$ cat config.mk
export PLATFORM = sky130hd
export DESIGN_NAME = gss_shifter
export DESIGN_NICKNAME = d
export VERILOG_FILES = /design/src/gss_pkg.sv /design/src/gss_shifter.sv
export SDC_FILE = /design/constraint.sdc
export NUM_CORES = 1
export LEC_CHECK = 0
export ABC_AREA = 1
export BUFFER_PORTS_ARGS = -buffer_cell sky130_fd_sc_hd__buf_2
export CAP_MARGIN = 20
export CORE_MARGIN = 4
export CORE_UTILIZATION = 65
export DETAILED_ROUTE_END_ITERATION = 10
export PLACE_DENSITY = 0.9
export SYNTH_ARGS = -nofsm -noshare
export SYNTH_HDL_FRONTEND = slang
export SYNTH_SLANG_ARGS = --single-unit
$ cat constraint.sdc
create_clock -name clk -period 3.8 [get_ports clk]
set_input_delay 0.38 -clock clk [delete_from_list [all_inputs] [get_ports clk]]
set_output_delay 0.38 -clock clk [all_outputs]
set_load 0.005 [all_outputs]
$ cat src/gss_pkg.sv
`default_nettype none
package gss_pkg;
	localparam int STAGE_COUNT = 8;
	localparam int FIFO_DEPTH = 16;
	localparam logic [STAGE_COUNT-1:0] STAGE_RESET = 8'h00;
	localparam logic SYNC_RESET = 1'h0;
	localparam logic CLEAR_IDLE = 1'h1;
	localparam int SYNC_FLOPS = 2;
endpackage
`default_nettype wire

$ cat src/gss_shifter.sv
`timescale 1ns/100ps
`default_nettype none

module gss_fifo #(
	parameter int WIDTH = 8,
	parameter int DEPTH = 16
) (
	input wire logic clk,
	input wire logic arst_n,
	input wire logic [WIDTH-1:0] in_data,
	input wire logic in_valid,
	output logic in_ready,
	output logic [WIDTH-1:0] out_data,
	output logic out_valid,
	input wire logic out_ready
);
	localparam int AW = $clog2(DEPTH);

	if (DEPTH < 2 || (1 << AW) != DEPTH) begin : g_depth_check
		$error("fifo depth must be a power of two of at least 2");
	end

	if (WIDTH < 1) begin : g_width_check
		$error("fifo width must be at least 1");
	end

	logic [WIDTH-1:0] mem [DEPTH];
	logic [AW-1:0] wr_ptr;
	logic [AW-1:0] rd_ptr;
	logic [AW:0] count;
	logic [AW-1:0] next_wr_ptr;
	logic [AW-1:0] next_rd_ptr;
	logic [AW:0] next_count;
	logic push;
	logic pop;
	logic next_in_ready;
	logic next_out_valid;

	assign push = in_valid && in_ready;
	assign pop = out_valid && out_ready;
	assign out_data = mem[rd_ptr];

	always_comb begin
		next_wr_ptr = wr_ptr;
		next_rd_ptr = rd_ptr;
		next_count = count;
		if (push) begin
			next_wr_ptr = wr_ptr + 1'h1;
		end
		if (pop) begin
			next_rd_ptr = rd_ptr + 1'h1;
		end
		if (push && !pop) begin
			next_count = count + 1'h1;
		end else if (pop && !push) begin
			next_count = count - 1'h1;
		end
		// flags from the count after this edge, never one cycle stale
		next_in_ready = (next_count != (AW+1)'(DEPTH));
		next_out_valid = (next_count != '0);
	end

	always_ff @(posedge clk or negedge arst_n) begin
		if (!arst_n) begin
			wr_ptr <= '0;
			rd_ptr <= '0;
			count <= '0;
			in_ready <= 1'h0;
			out_valid <= 1'h0;
		end else begin
			wr_ptr <= next_wr_ptr;
			rd_ptr <= next_rd_ptr;
			count <= next_count;
			in_ready <= next_in_ready;
			out_valid <= next_out_valid;
		end
	end

	// storage has no reset, only written on push
	always_ff @(posedge clk) begin
		if (push) begin
			mem[wr_ptr] <= in_data;
		end
	end
endmodule

module gss_shifter #(
	parameter int STAGES = gss_pkg::STAGE_COUNT,
	parameter int DEPTH = gss_pkg::FIFO_DEPTH
) (
	input wire logic clk,
	input wire logic arst_n,
	input wire logic gate_a,
	input wire logic gate_b,
	input wire logic shift_clk,
	input wire logic clear_n,
	output logic [gss_pkg::STAGE_COUNT-1:0] q,
	output logic cascade_out,
	output logic [gss_pkg::STAGE_COUNT-1:0] word_data,
	output logic word_valid,
	input wire logic word_ready,
	output logic word_room
);
	import gss_pkg::*;

	if (STAGES != STAGE_COUNT) begin : g_stage_check
		$error("stage count must match the package width");
	end

	if (SYNC_FLOPS < 2) begin : g_sync_check
		$error("pin synchroniser needs at least two flops");
	end

	logic [SYNC_FLOPS-1:0] a_sync;
	logic [SYNC_FLOPS-1:0] b_sync;
	logic [SYNC_FLOPS-1:0] c_sync;
	logic c_last;
	logic [SYNC_FLOPS-1:0] next_a_sync;
	logic [SYNC_FLOPS-1:0] next_b_sync;
	logic [SYNC_FLOPS-1:0] next_c_sync;
	logic next_c_last;
	logic shift_evt;
	logic serial_bit;
	logic stage_rst_n;
	logic [STAGE_COUNT-1:0] next_q;
	logic next_cascade;
	logic push_valid;
	logic next_push_valid;
	logic [STAGE_COUNT-1:0] push_data;
	logic fifo_in_ready;
	logic [STAGE_COUNT-1:0] fifo_out_data;
	logic fifo_out_valid;
	logic [STAGE_COUNT-1:0] next_word_data;

	// gate and serial clock pins pass two flops before any logic reads them
	always_comb begin
		next_a_sync = {a_sync[SYNC_FLOPS-2:0], gate_a};
		next_b_sync = {b_sync[SYNC_FLOPS-2:0], gate_b};
		next_c_sync = {c_sync[SYNC_FLOPS-2:0], shift_clk};
		next_c_last = c_sync[SYNC_FLOPS-1];
	end

	always_ff @(posedge clk or negedge arst_n) begin
		if (!arst_n) begin
			a_sync <= '0;
			b_sync <= '0;
			c_sync <= '0;
			c_last <= SYNC_RESET;
		end else begin
			a_sync <= next_a_sync;
			b_sync <= next_b_sync;
			c_sync <= next_c_sync;
			c_last <= next_c_last;
		end
	end

	assign shift_evt = c_sync[SYNC_FLOPS-1] && !c_last;
	assign serial_bit = a_sync[SYNC_FLOPS-1] && b_sync[SYNC_FLOPS-1];

	// clear pin acts on the stages directly, like the system reset
	assign stage_rst_n = arst_n && clear_n;

	always_comb begin
		next_q = q;
		next_cascade = cascade_out;
		if (shift_evt) begin
			// gates are looked at only here, on the edge
			next_q = {q[STAGE_COUNT-2:0], serial_bit};
			next_cascade = q[STAGE_COUNT-2];
		end
	end

	always_ff @(posedge clk or negedge stage_rst_n) begin
		if (!stage_rst_n) begin
			q <= STAGE_RESET;
			cascade_out <= STAGE_RESET[STAGE_COUNT-1];
		end else begin
			q <= next_q;
			cascade_out <= next_cascade;
		end
	end

	// each new parallel word is queued for the reader while the fifo has room; words shifted while it is full are dropped
	always_comb begin
		next_push_valid = shift_evt;
	end

	always_ff @(posedge clk or negedge arst_n) begin
		if (!arst_n) begin
			push_valid <= 1'h0;
		end else begin
			push_valid <= next_push_valid;
		end
	end

	assign push_data = q;

	gss_fifo #(
		.WIDTH(STAGE_COUNT),
		.DEPTH(DEPTH)
	) u_fifo (
		.clk(clk),
		.arst_n(arst_n),
		.in_data(push_data),
		.in_valid(push_valid),
		.in_ready(fifo_in_ready),
		.out_data(fifo_out_data),
		.out_valid(fifo_out_valid),
		.out_ready(word_ready)
	);

	// outputs from flops: word_data is the fifo head one cycle late, in_ready is a flop
	assign word_valid = fifo_out_valid;
	assign word_room = fifo_in_ready;

	// registered head: a word shows here after the edge that pops it
	always_comb begin
		next_word_data = fifo_out_data;
	end

	always_ff @(posedge clk or negedge arst_n) begin
		if (!arst_n) begin
			word_data <= '0;
		end else begin
			word_data <= next_word_data;
		end
	end
endmodule

`default_nettype wire

Word-level counts from Yosys, hierarchy flattened
Memory sizes are Yosys's and may differ from the RTL's. A register that Yosys moved wholly into a read port is not among the register bits.
Cells that the tools add are included.
{"block": "totals", "mem_bits_rw": 128, "word_cells": 34, "mem_count": 1, "regBits": 32}
{"name": "u_fifo.mem", "words": 16, "word_bits": 8, "read_ports": 1, "rd_clocked_by_memory_dff": 1, "wr": 1, "line_no": "gss_shifter.sv:27", "source": "logic [WIDTH-1:0] mem [DEPTH];"}
{"block": "op_classes", "reduce_logical": 12, "eq_ne": 1, "n_mux": 4, "add_sub_neg": 4}
{"op": "5-bit 2-to-1 mux", "count": 2}
{"op": "4-bit by 1-bit adder with 4-bit output (second input constant)", "count": 2}
{"op": "1-bit logical AND", "count": 7}
{"op": "5-bit by 1-bit adder with 5-bit output (second input constant)", "count": 1}
{"op": "5-bit != test (second input constant)", "count": 1}
{"op": "5-bit nonzero test", "count": 1}
{"op": "5-bit by 1-bit subtractor with 5-bit output (second input constant)", "count": 1}
{"op": "1-bit zero test", "count": 4}
{"op": "1-bit 2-to-1 mux", "count": 2}

Depth between registers and ports, before layout
Gate-level depths: netlist of run 1.
{"block": "logic_depth", "word_depth": 6, "ltp_mapped": 9, "depth_no_buf": 9}

Hierarchy
A second synthesis of run 1 with hierarchy kept.
{"block": "unflattened", "hier_cells": 546, "hier_area_um2": 6752.7}
{"module": "gss_fifo", "area_per_inst_um2": 5984.5, "cells_per_inst": 488, "n_inst": 1}
{"module": "gss_shifter", "area_per_inst_um2": 768.2, "cells_per_inst": 58, "n_inst": 1}

Worst setup path before layout of run 1
Ideal clock, no wire load.
{"block": "synth_timing", "path_kind": "register to register", "from": "reg u_fifo.wr_ptr[0]", "to": "mem u_fifo.mem[11][0], enable pin", "period_less_slack_ps": 1611, "t_arrival_ps": 1228, "required_ps": 3417, "path_buffers": 0, "stages_incl_launch_ff": 4, "setup_slack_ps": 2189, "cell_sequence": "dfrtp_1 -> ha_1 -> inv_1 -> nor3_1"}
{"item": "from (decl)", "line_no": "gss_shifter.sv:28", "source": "logic [AW-1:0] wr_ptr;"}
{"item": "from (signal assigned)", "line_no": "gss_shifter.sv:71", "source": "wr_ptr <= next_wr_ptr;"}
{"item": "to (decl)", "line_no": "gss_shifter.sv:27"}
Straight into the memory's write port.

==> impl_metrics.py, run 1 <==
metrics = {
    "clock_tree": {
        "postCtsSetupBuffers": 0,
        "postCtsHoldBufs": 5,
        "numCtsBuffers": 17,
        "cts.repair.resized": 0,
        "cts_buffer_depth": 2,
        "cts_tree": "done",
        "cts.clk_slew.worst_paths_ns": 0.07,
        "cts-root-buf": "clkbuf_8",
        "cts.htree.levels": 4,
        "clkLatencyLatePin_ns": 0.54,
        "cts_num_sinks": 167,
    },
    "timing": {
        "hold_viol": 0,
        "hold_slack_ns": 0.215,
        "grt_setup_unrepaired": "false",
        "final.setup_skew_ns": 0.0124,
        "fin_crit_sh_pct": 61.8,
        "slew_viol_final": 0,
        "finalSetupViolations": 0,
        "period_needed_ns": 2.35,
        "tightest_slew_ns": 0.916,
        "slew_headroom_pct": 38.7,
        "setup-tns-final_ns": 0,
        "max_freq_mhz": 426,
    },
    "die": {
        "die_y_um": 110,
        "die_w_um": 110,
        "dieArea_um2": 12000,
        "row_count": 36,
        "coreArea_um2": 9910,
        "initial_utilization_pct": 67.7,
        "pin_count": 26,
    },
    "synth": {
        "syn_avg_cell_area_um2": 12.3,
        "yosysSeqAreaShare_pct": 71.9,
        "ys_seq_elements": 167,
        "yosys_warnings": 0,
        "synth_top_family_by_area": "simple AND/OR/NAND/NOR gates",
        "syn_nets": 558,
        "yosys.area_share.adder_pct": 1.31,
        "netlist_instances": 544,
        "syn_area_um2": 6710,
        "synth_compound_area_share_pct": 9.40,
        "synth_xor_area_share_pct": 0.784,
        "post_synth_and_or_nand_nor_area_fraction_pct": 12.0,
        "yosysUniqueCellTypes": 29,
        "synthMuxAreaShare_pct": 0,
    },
    "critical_path": {
        "cp.required_ns": 4.27,
        "crit_slowest_cell": "dfrtp_1",
        "crit_buf_inv": 1,
        "critPathMaxStageDelay_ns": 0.86,
        "crit_chain": "clkinv_1 > o211ai_1 > nand3_1 > nand2_1",
        "critPathLaunchType": "flop",
        "crit_fanout": 18,
        "criticalPathCategory": "reg2reg",
        "startpoint": "u_fifo.rd_ptr[2]",
        "crit_arrival_ns": 2.82,
        "r2r_start": "u_fifo.rd_ptr[2]",
        "critical_path.top_delay_family": "flip-flops",
        "endpoint_kind": "flop",
    },
    "drt": {
        "highest_layer": "met4",
        "dr.pass1.iters": 6,
        "routedWlPerCell_um": 21.5,
        "viasPerCell": 6.36,
        "vias": 4560,
        "wl_mm": 15.4,
        "wirelength_met1_mm": 5.46,
        "drc": 0,
        "ant_nets": 0,
        "dr_wl_met2_mm": 7.51,
        "drt_iter0_drc": 799,
        "wl_met3_mm": 1.53,
    },
    "global_routing": {
        "grt_pass1_wl_mm": 24.1,
        "antenna_found_initial": 0,
        "grt_max_degree": 68,
        "grt_pass1_vias": 4411,
        "track_usage_pct": 28.3,
        "overflow": 0,
    },
    "place": {
        "place.gp.congestion": 0.866,
        "place.port_buffers": 25,
        "post-dp-hpwl_mm": 8.64,
    },
    "power": {
        "p_leak_nw": 2.81,
        "p_sw_share_pct": 35.5,
        "seqPwrFrac_pct": 45.1,
        "p_per_area_nw_per_um2": 763,
        "p_clk_share_pct": 28.9,
        "internal-power_mw": 3.67,
        "peakVddDrop_uv": 502,
        "p_switching_mw": 2.02,
        "power.total_mw": 5.69,
        "pwr-share-comb_pct": 26.0,
    },
    "hold_path": {
        "worstHoldStart": "word_ready",
        "hp-class": "in2reg",
    },
    "cells_and_area": {
        "final_net_count": 585,
        "area_growth_pct": 11.3,
        "diodes": 0,
        "final_layout_size_suffix_gt1_share_pct": 12.2,
        "nFillCells": 556,
    },
    "job": {
        "cap_viol_max_count": 0,
    },
    "status": {
        "status": "complete, no violations",
    },
}
layout by cell type (no fill, tap or decap), types with 2 or more instances in the layout:
| cell type | n |
|---|---|
| clkinv_4 | 3 |
| clkbuf_16 | 16 |
| buf_2 | 26 |
| nor2_2 | 4 |
| a21oi_1 | 7 |
| dfrtp_1 | 38 |
| dlygate4sd3_1 | 5 |
| nand2_1 | 58 |
| bufinv_16 | 2 |
| o21ai_0 | 68 |
| edfxtp_1 | 128 |
| nand4_1 | 3 |
| nand2_2 | 2 |
| nor2_1 | 100 |
| inv_1 | 27 |
| buf_4 | 2 |
| xor2_1 | 6 |
| clkinv_1 | 3 |
| nor3_1 | 2 |
| o21ai_1 | 3 |
| nand3_1 | 24 |
| clkinvlp_4 | 2 |
| ha_1 | 7 |
| clkinv_2 | 5 |
| clkbuf_8 | 3 |
| o211ai_1 | 32 |
| nand3b_1 | 2 |
cells in the mapped netlist (all sizes together):
cell type,number,area [um^2]
o211ai,32,240
inv,30,120
ha,7,87.6
edfxtp,128,3840
buf,16,140
nand2,61,241
a21oi,7,35.0
nand3b,2,15.0
nor2,104,400
clkinv,2,7.51
clkbuf,10,41.3
nor3,2,10.0
o21ai,71,355
nand4,3,18.8
xor2,6,52.6
dfrtp,39,976
nand3,24,120
final cells by class:
cell class	instances	area (um^2)	share of cell area, %
sequential	167	4820	64.6
inverter	32	128	1.71
tap	133	166	2.23
clock buffer	19	442	5.92
timing repair buffer	34	203	2.71
clock inverter	13	130	1.74
multi-input combinational	319	1580	21.1
stage by stage:
stage	utilization (%)	cells	setup WS [ns]	area [um^2]
floorplan	-	544	2.19	6710
global placement	68.9	678	1.64	6830
detailed placement	69.0	679	1.64	6840
CTS	75.3	716	1.57	7460
global route	75.3	717	1.40	7470
finish	75.3	717	1.45	7470
power groups by stage:
stage | registers [mW] | clock network, mW | logic [mW]
final | 2.57 | 1.65 | 1.48
after global routing | 2.60 | 1.73 | 1.64
after CTS | 2.55 | 1.65 | 1.45
after detailed placement | 2.58 | 0 | 1.40
after global placement | 2.57 | 0 | 1.32
after floorplan | 2.39 | 0 | 1.19
worst reg2reg max path: cells and delay by family (launching register included):
kind / cells / cell delay, ns
buffers and inverters: 1 / 0.75
AOI/OAI and AO/OA: 1 / 0.42
and+or+nand+nor: 2 / 0.26
DFF: 1 / 0.86
sequential cells by signal, indices dropped and copies added (netlist names):
| name | flops |
|---|---|
| u_fifo.count | 5 |
| b_sync | 2 |
| u_fifo.in_ready | 1 |
| u_fifo.out_valid | 1 |
| q | 8 |
| word_data | 8 |
| u_fifo.rd_ptr | 4 |
| u_fifo.mem | 128 |
| push_valid | 1 |
| c_sync | 2 |
| c_last | 1 |
| a_sync | 2 |
| u_fifo.wr_ptr | 4 |
cell families after synthesis:
group,Yosys count
buf+inv,58
flops,167
xor+xnor,6
fa+ha+maj,7
simple gates,196
compound gates,110
per-layer routing:
metal	global-route usage, %	vias up
li1	-	1963
met1	35.5	2171
met2	45.8	370
met3	5.64	56
met4	17.2	0
met5	0	-
final timing paths:
path / endpoint / slack [ns] / depth (start not counted)
setup / recovery: word_data[0] / 1.45 / 4
hold / removal: u_fifo.rd_ptr[0] / 0.21 / 3
setup reg to reg: word_data[0] / 1.45 / 4
hold reg to reg: b_sync[1] / 0.35 / 0
max in group asynchronous: q[5] / 2.61 / 4
min in group asynchronous: q[7] / 0.34 / 4
(Power assumes the default switching activity.)
==> run 2: changes to the inputs <==
Settings changed: CORE_UTILIZATION 65 to 61, PLACE_DENSITY 0.9 to 0.86.
Clock period 3.8 ns to 2.4 ns, I/O delays scaled along.
==> run 2 against run 1 <==
Compared with the run above:
- clock power grew 56%
- routed wire length is 3.3% lower
- power grew 59%
- global-route usage fell by 3.2 points
- die area increased by 6.1%
- critical endpoint is now u_fifo.mem[8][4]
- combinational power increased by 77%
- core utilization fell by 5.2 points
- final cell count grew 2.6%
- sequential power grew 49%
- via count down 4.4%
- critical path type unchanged
- highest routed layer unchanged
- non-clock buffer count rose by 12
==> impl_metrics.py, run 2 (synthesized netlist as in run 1, its figures left out) <==
metrics = {
    "cells_and_area": {
        "final_layout_size_suffix_gt1_share_pct": 14.1,
        "area_growth_pct": 13.0,
        "regMostFlops": "u_fifo.mem",
        "multi_input_area_um2": 1580,
        "biggestRegsByFlops": "u_fifo.mem: 128 flops, q: 8 flops, word_data: 8 flops",
        "fin_area_um2": 7570,
        "register_area_um2": 4820,
        "stdcell_count": 736,
        "mostFrequentLayoutCells": "128 x edfxtp_1, 100 x nor2_1, 68 x o21ai_0, 58 x nand2_1, 38 x dfrtp_1",
        "largest_register_ff_count": 128,
        "layout_commonest_cell": "edfxtp_1",
        "nFillCells": 695,
        "diodes": 0,
        "final_net_count": 597,
    },
    "place": {
        "post-dp-hpwl_mm": 9.68,
        "place.port_buffers": 25,
        "placed_cells": 699,
        "place_area_um2": 6960,
        "place.gp.congestion": 0.876,
        "dp_slack_ns": 0.582,
    },
    "timing": {
        "finalSetupViolations": 0,
        "hold_viol": 0,
        "fin_crit_sh_pct": 76.2,
        "max_freq_mhz": 547,
        "slew_headroom_pct": 52.3,
        "slew_viol_final": 0,
        "setup-tns-final_ns": 0,
        "final.setup_skew_ns": 0.00788,
        "tightest_slew_ns": 0.712,
        "period_needed_ns": 1.83,
        "hold_slack_ns": 0.0837,
        "grt_setup_unrepaired": "false",
        "setup_ws_ns": 0.572,
    },
    "clock_tree": {
        "cts.htree.levels": 4,
        "postCtsSetupBuffers": 0,
        "postCtsHoldBufs": 5,
        "cts_num_sinks": 167,
        "cts_buffer_depth": 2,
        "cts.repair.resized": 0,
        "cts.clk_slew.worst_paths_ns": 0.07,
        "cts-root-buf": "clkbuf_8",
        "clkLatencyLatePin_ns": 0.54,
        "cts_tree": "done",
        "numCtsBuffers": 17,
    },
    "drt": {
        "viasPerCell": 5.92,
        "dr.pass1.iters": 5,
        "ant_nets": 0,
        "drt_iter0_drc": 571,
        "vias": 4360,
        "routedWlPerCell_um": 20.3,
        "drc": 0,
        "wl_mm": 14.9,
    },
    "global_routing": {
        "grt_pass1_wl_mm": 23.9,
        "track_usage_pct": 25.1,
        "grt_max_degree": 68,
        "overflow": 0,
        "grt_pass1_vias": 4417,
        "antenna_found_initial": 0,
    },
    "hold_path": {
        "worstHoldEndpoint": "u_fifo.rd_ptr[0]",
        "worstHoldStart": "word_ready",
        "hp-class": "in2reg",
        "whs_path_depth": 3,
    },
    "critical_path": {
        "endpoint_kind": "flop",
        "r2r_cells": 4,
        "reg2reg_to": "u_fifo.mem[8][4]",
        "critPathLaunchType": "flop",
        "crit_arrival_ns": 2.00,
        "crit_fanout": 8,
        "reg2reg_slack_ns": 0.57,
        "cp.required_ns": 2.58,
        "r2r_start": "u_fifo.wr_ptr[0]",
        "criticalPathCategory": "reg2reg",
    },
    "job": {
        "cap_viol_max_count": 0,
    },
    "die": {
        "row_count": 38,
        "dieArea_um2": 12700,
        "initial_utilization_pct": 62.1,
        "pin_count": 26,
        "die_w_um": 113,
        "die_y_um": 113,
        "coreArea_um2": 10800,
    },
    "status": {
        "status": "complete, no violations",
    },
    "power": {
        "p_per_area_nw_per_um2": 1190,
        "p_leak_nw": 2.87,
        "peakVddDrop_uv": 678,
    },
}
## run 2: cell count changes in the layout (fill, tap and decap cells not counted), sizes merged
cell,before,now
buf,28,41
clkbuf,20,17
clkinv,11,8
inv,30,33
clkinvlp,2,4
## run 2: how the worst max path moves through the flow
| stage | from | to | depth (start not counted) |
|---|---|---|---|
| after floorplan | u_fifo.wr_ptr[0] | u_fifo.mem[11][0] | 3 |
| after global placement | u_fifo.wr_ptr[0] | u_fifo.mem[8][4] | 4 |
| after detailed placement | u_fifo.wr_ptr[0] | u_fifo.mem[8][0] | 4 |
| after CTS | q[4] | q[4] | 1 |
| after global routing | u_fifo.wr_ptr[0] | u_fifo.mem[12][5] | 4 |
| final | u_fifo.wr_ptr[0] | u_fifo.mem[8][4] | 4 |
## run 2: metrics by stage
stage                     utilization [%]  power, mW
after floorplan                         -       5.68
after global placement               64.5       6.33
after detailed placement             64.5       6.44
after CTS                            70.2       9.03
after global routing                 70.2       9.52
final                                70.2       9.03
## run 2: layer usage
layer	share of wire, %	vias to the layer above	routed length, um	GRT usage (%)
met5	0	-	0	0
met4	3.1	0	464	10.3
met3	7.9	46	1180	6.04
met2	51	233	7660	41.9
met1	38	2092	5600	31.8
li1	-	1989	-	-
## run 2: cell type report
class / count / share of cell area (%)
Timing Repair Buffer: 46 / 4.06
Clock inverter: 15 / 2.00
Multi-Input combinational cell: 319 / 20.8
Tap cell: 140 / 2.31
Inverter: 32 / 1.69
Clock buffer: 17 / 5.47
Sequential cell: 167 / 63.7
## run 2: critical path, cell delays in order, from the launching register on
cell and delay (ns):
dfrtp_1 0.42, inv_1 0.12, ha_1 0.15, nand2_1 0.17, nor2_1 0.60
## run 2: where the power goes
| part | internal [mW] | total (mW) | switching, mW |
|---|---|---|---|
| Clock | 1.48 | 2.58 | 1.10 |
| Combinational | 0.824 | 2.62 | 1.79 |
| Sequential | 3.54 | 3.83 | 0.291 |
==> run 3: changes to the inputs <==
Settings changed: CORE_UTILIZATION 61 to 55, PLACE_DENSITY 0.86 to 0.82.
Clock period 2.4 ns to 1.6 ns, I/O delays scaled along.
==> run 3 against run 2 <==
Compared with the run above:
- global-route usage is 2.3 points lower
- largest power group unchanged
- non-clock buffer count increased by 21
- via count grew 0.94%
==> impl_metrics.py, run 3 (synthesized netlist as in run 1, its figures left out) <==
metrics = {
    "power": {
        "p_sw_share_pct": 33.6,
        "p_clk_share_pct": 28.3,
        "peakVddDrop_uv": 1030,
        "p_per_area_nw_per_um2": 1760,
        "p_switching_mw": 4.61,
        "pwr-share-comb_pct": 30.3,
        "internal-power_mw": 9.13,
        "seqPwrFrac_pct": 41.3,
        "p_leak_nw": 3.01,
    },
    "timing": {
        "final.setup_skew_ns": 0.00978,
        "finalSetupViolations": 0,
        "tightest_slew_ns": 0.601,
        "period_needed_ns": 1.57,
        "max_freq_mhz": 639,
        "slew_viol_final": 0,
        "fin_crit_sh_pct": 97.8,
        "hold_viol": 0,
        "slew_headroom_pct": 60.0,
        "grt_setup_unrepaired": "false",
        "setup-tns-final_ns": 0,
        "hold_slack_ns": 0.102,
    },
    "cells_and_area": {
        "biggestRegsByFlops": "u_fifo.mem: 128 flops, q: 8 flops, word_data: 8 flops",
        "final_layout_size_suffix_gt1_share_pct": 16.7,
        "stdcell_count": 764,
        "area_growth_pct": 16.2,
        "diodes": 0,
        "mostFrequentLayoutCells": "128 x edfxtp_1, 99 x nor2_1, 68 x o21ai_0, 58 x nand2_1, 38 x dfrtp_1",
        "regMostFlops": "u_fifo.mem",
        "fin_area_um2": 7790,
        "nFillCells": 842,
        "final_net_count": 618,
        "largest_register_ff_count": 128,
        "layout_commonest_cell": "edfxtp_1",
    },
    "clock_tree": {
        "cts_buffer_depth": 2,
        "cts_num_sinks": 167,
        "cts-root-buf": "clkbuf_16",
        "cts.clk_slew.worst_paths_ns": 0.06,
        "clkLatencyLatePin_ns": 0.43,
        "cts_tree": "done",
        "numCtsBuffers": 17,
        "cts.htree.levels": 4,
    },
    "global_routing": {
        "track_usage_pct": 22.8,
        "grt_busiest_layer": "met2",
        "gr-usage-met2_pct": 37.4,
        "grt_max_degree": 68,
        "overflow": 0,
        "met3_usage_pct": 4.93,
        "grt_pass1_vias": 4392,
        "antenna_found_initial": 0,
        "met1_usage_pct": 29.0,
        "grt_pass1_wl_mm": 23.9,
    },
    "critical_path": {
        "crit_fanout": 19,
        "reg2reg_slack_ns": 0.03,
        "r2r_cells": 7,
        "cp.required_ns": 1.96,
        "criticalPathCategory": "reg2reg",
        "endpoint_kind": "flop",
        "r2r_start": "u_fifo.rd_ptr[0]",
        "critPathLaunchType": "flop",
        "reg2reg_to": "word_data[1]",
        "crit_arrival_ns": 1.92,
    },
    "die": {
        "initial_utilization_pct": 56.1,
        "die_w_um": 118,
        "die_y_um": 118,
        "row_count": 40,
        "pin_count": 26,
        "dieArea_um2": 14000,
        "coreArea_um2": 12000,
    },
    "job": {
        "cap_viol_max_count": 0,
    },
    "drt": {
        "ant_nets": 0,
        "drc": 0,
        "dr.pass1.iters": 5,
        "viasPerCell": 5.76,
        "wl_mm": 15.1,
        "routedWlPerCell_um": 19.8,
        "drt_iter0_drc": 631,
        "vias": 4401,
    },
    "place": {
        "placed_cells": 727,
        "post-dp-hpwl_mm": 9.85,
        "place_area_um2": 7160,
        "place.port_buffers": 25,
        "place.gp.congestion": 0.881,
    },
    "hold_path": {
        "hp-class": "in2reg",
        "worstHoldStart": "word_ready",
        "whs_path_depth": 3,
        "worstHoldEndpoint": "u_fifo.rd_ptr[0]",
    },
    "status": {
        "status": "complete, no violations",
    },
}
==> run 3: cell types whose count changed in the layout (fill, tap and decap cells not counted), moves of 3 or more <==
cell	before	now
buf_4	15	32
clkinvlp_4	3	0
clkbuf_16	16	20
inv_6	4	1
clkbuf_1	0	4
buf_12	1	4
inv_4	1	4
==> run 3: worst max path at each step <==
| stage | from | endpoint | slack, ns | cells after the start |
|---|---|---|---|---|
| after floorplan | u_fifo.wr_ptr[0] | u_fifo.mem[11][0] | -0.01 | 3 |
| after global placement | u_fifo.rd_ptr[0] | word_data[1] | 0.14 | 7 |
| after detailed placement | u_fifo.rd_ptr[0] | word_data[1] | 0.09 | 7 |
| after CTS | q[3] | q[3] | 0.07 | 1 |
| after global routing | u_fifo.rd_ptr[0] | word_data[1] | 0.02 | 7 |
| final | u_fifo.rd_ptr[0] | word_data[1] | 0.03 | 7 |
==> run 3: final cells by class <==
type	instances	area, um^2	area share (%)
flip-flops and latches	167	4820	61.9
multi-input cells	319	1580	20.3
inverters	32	128	1.64
clock inverters	5	28.8	0.369
well taps	147	184	2.36
clock buffers	27	544	6.99
repair buffers	67	507	6.50
==> run 3: per-layer routing <==
metal / vias to the layer above / wire (um)
met4: 0 / 504
met5: - / 0
met1: 2135 / 6060
li1: 2024 / -
met3: 37 / 999
met2: 205 / 7560
==> run 3: stage by stage <==
stage	worst slack, ns	power (mW)	util [%]
detailed placement	0.0889	9.83	59.9
finish	0.0344	13.7	65.1
global placement	0.138	9.69	59.9
floorplan	-0.0110	8.51	-
CTS	0.0738	13.7	65.1
global route	0.0171	14.5	65.1
==> run 3: repair_timing <==
item / in CTS / in global routing
resized for setup: 0 / 3
hold buffers: 5 / 0
endpoints found under the hold margin: 24 / 0
setup endpoints to repair: 0 / 8
setup buffers: 0 / 0
==> run 3: power groups by stage <==
stage,logic [mW],registers (mW),clock network (mW)
CTS,4.13,5.68,3.95
global route,4.62,5.74,4.17
global placement,3.95,5.74,0
floorplan,2.83,5.68,0
finish,4.17,5.68,3.90
detailed placement,4.07,5.76,0
==> run 3: worst max-delay path, stage by stage, from the launching register on <==
cell      delay [ns]
dfrtp_2         0.46
inv_6           0.15
buf_12          0.17
buf_4           0.14
nor2_1          0.05
o211ai_1        0.24
nand3_1         0.18
nand2_1         0.10
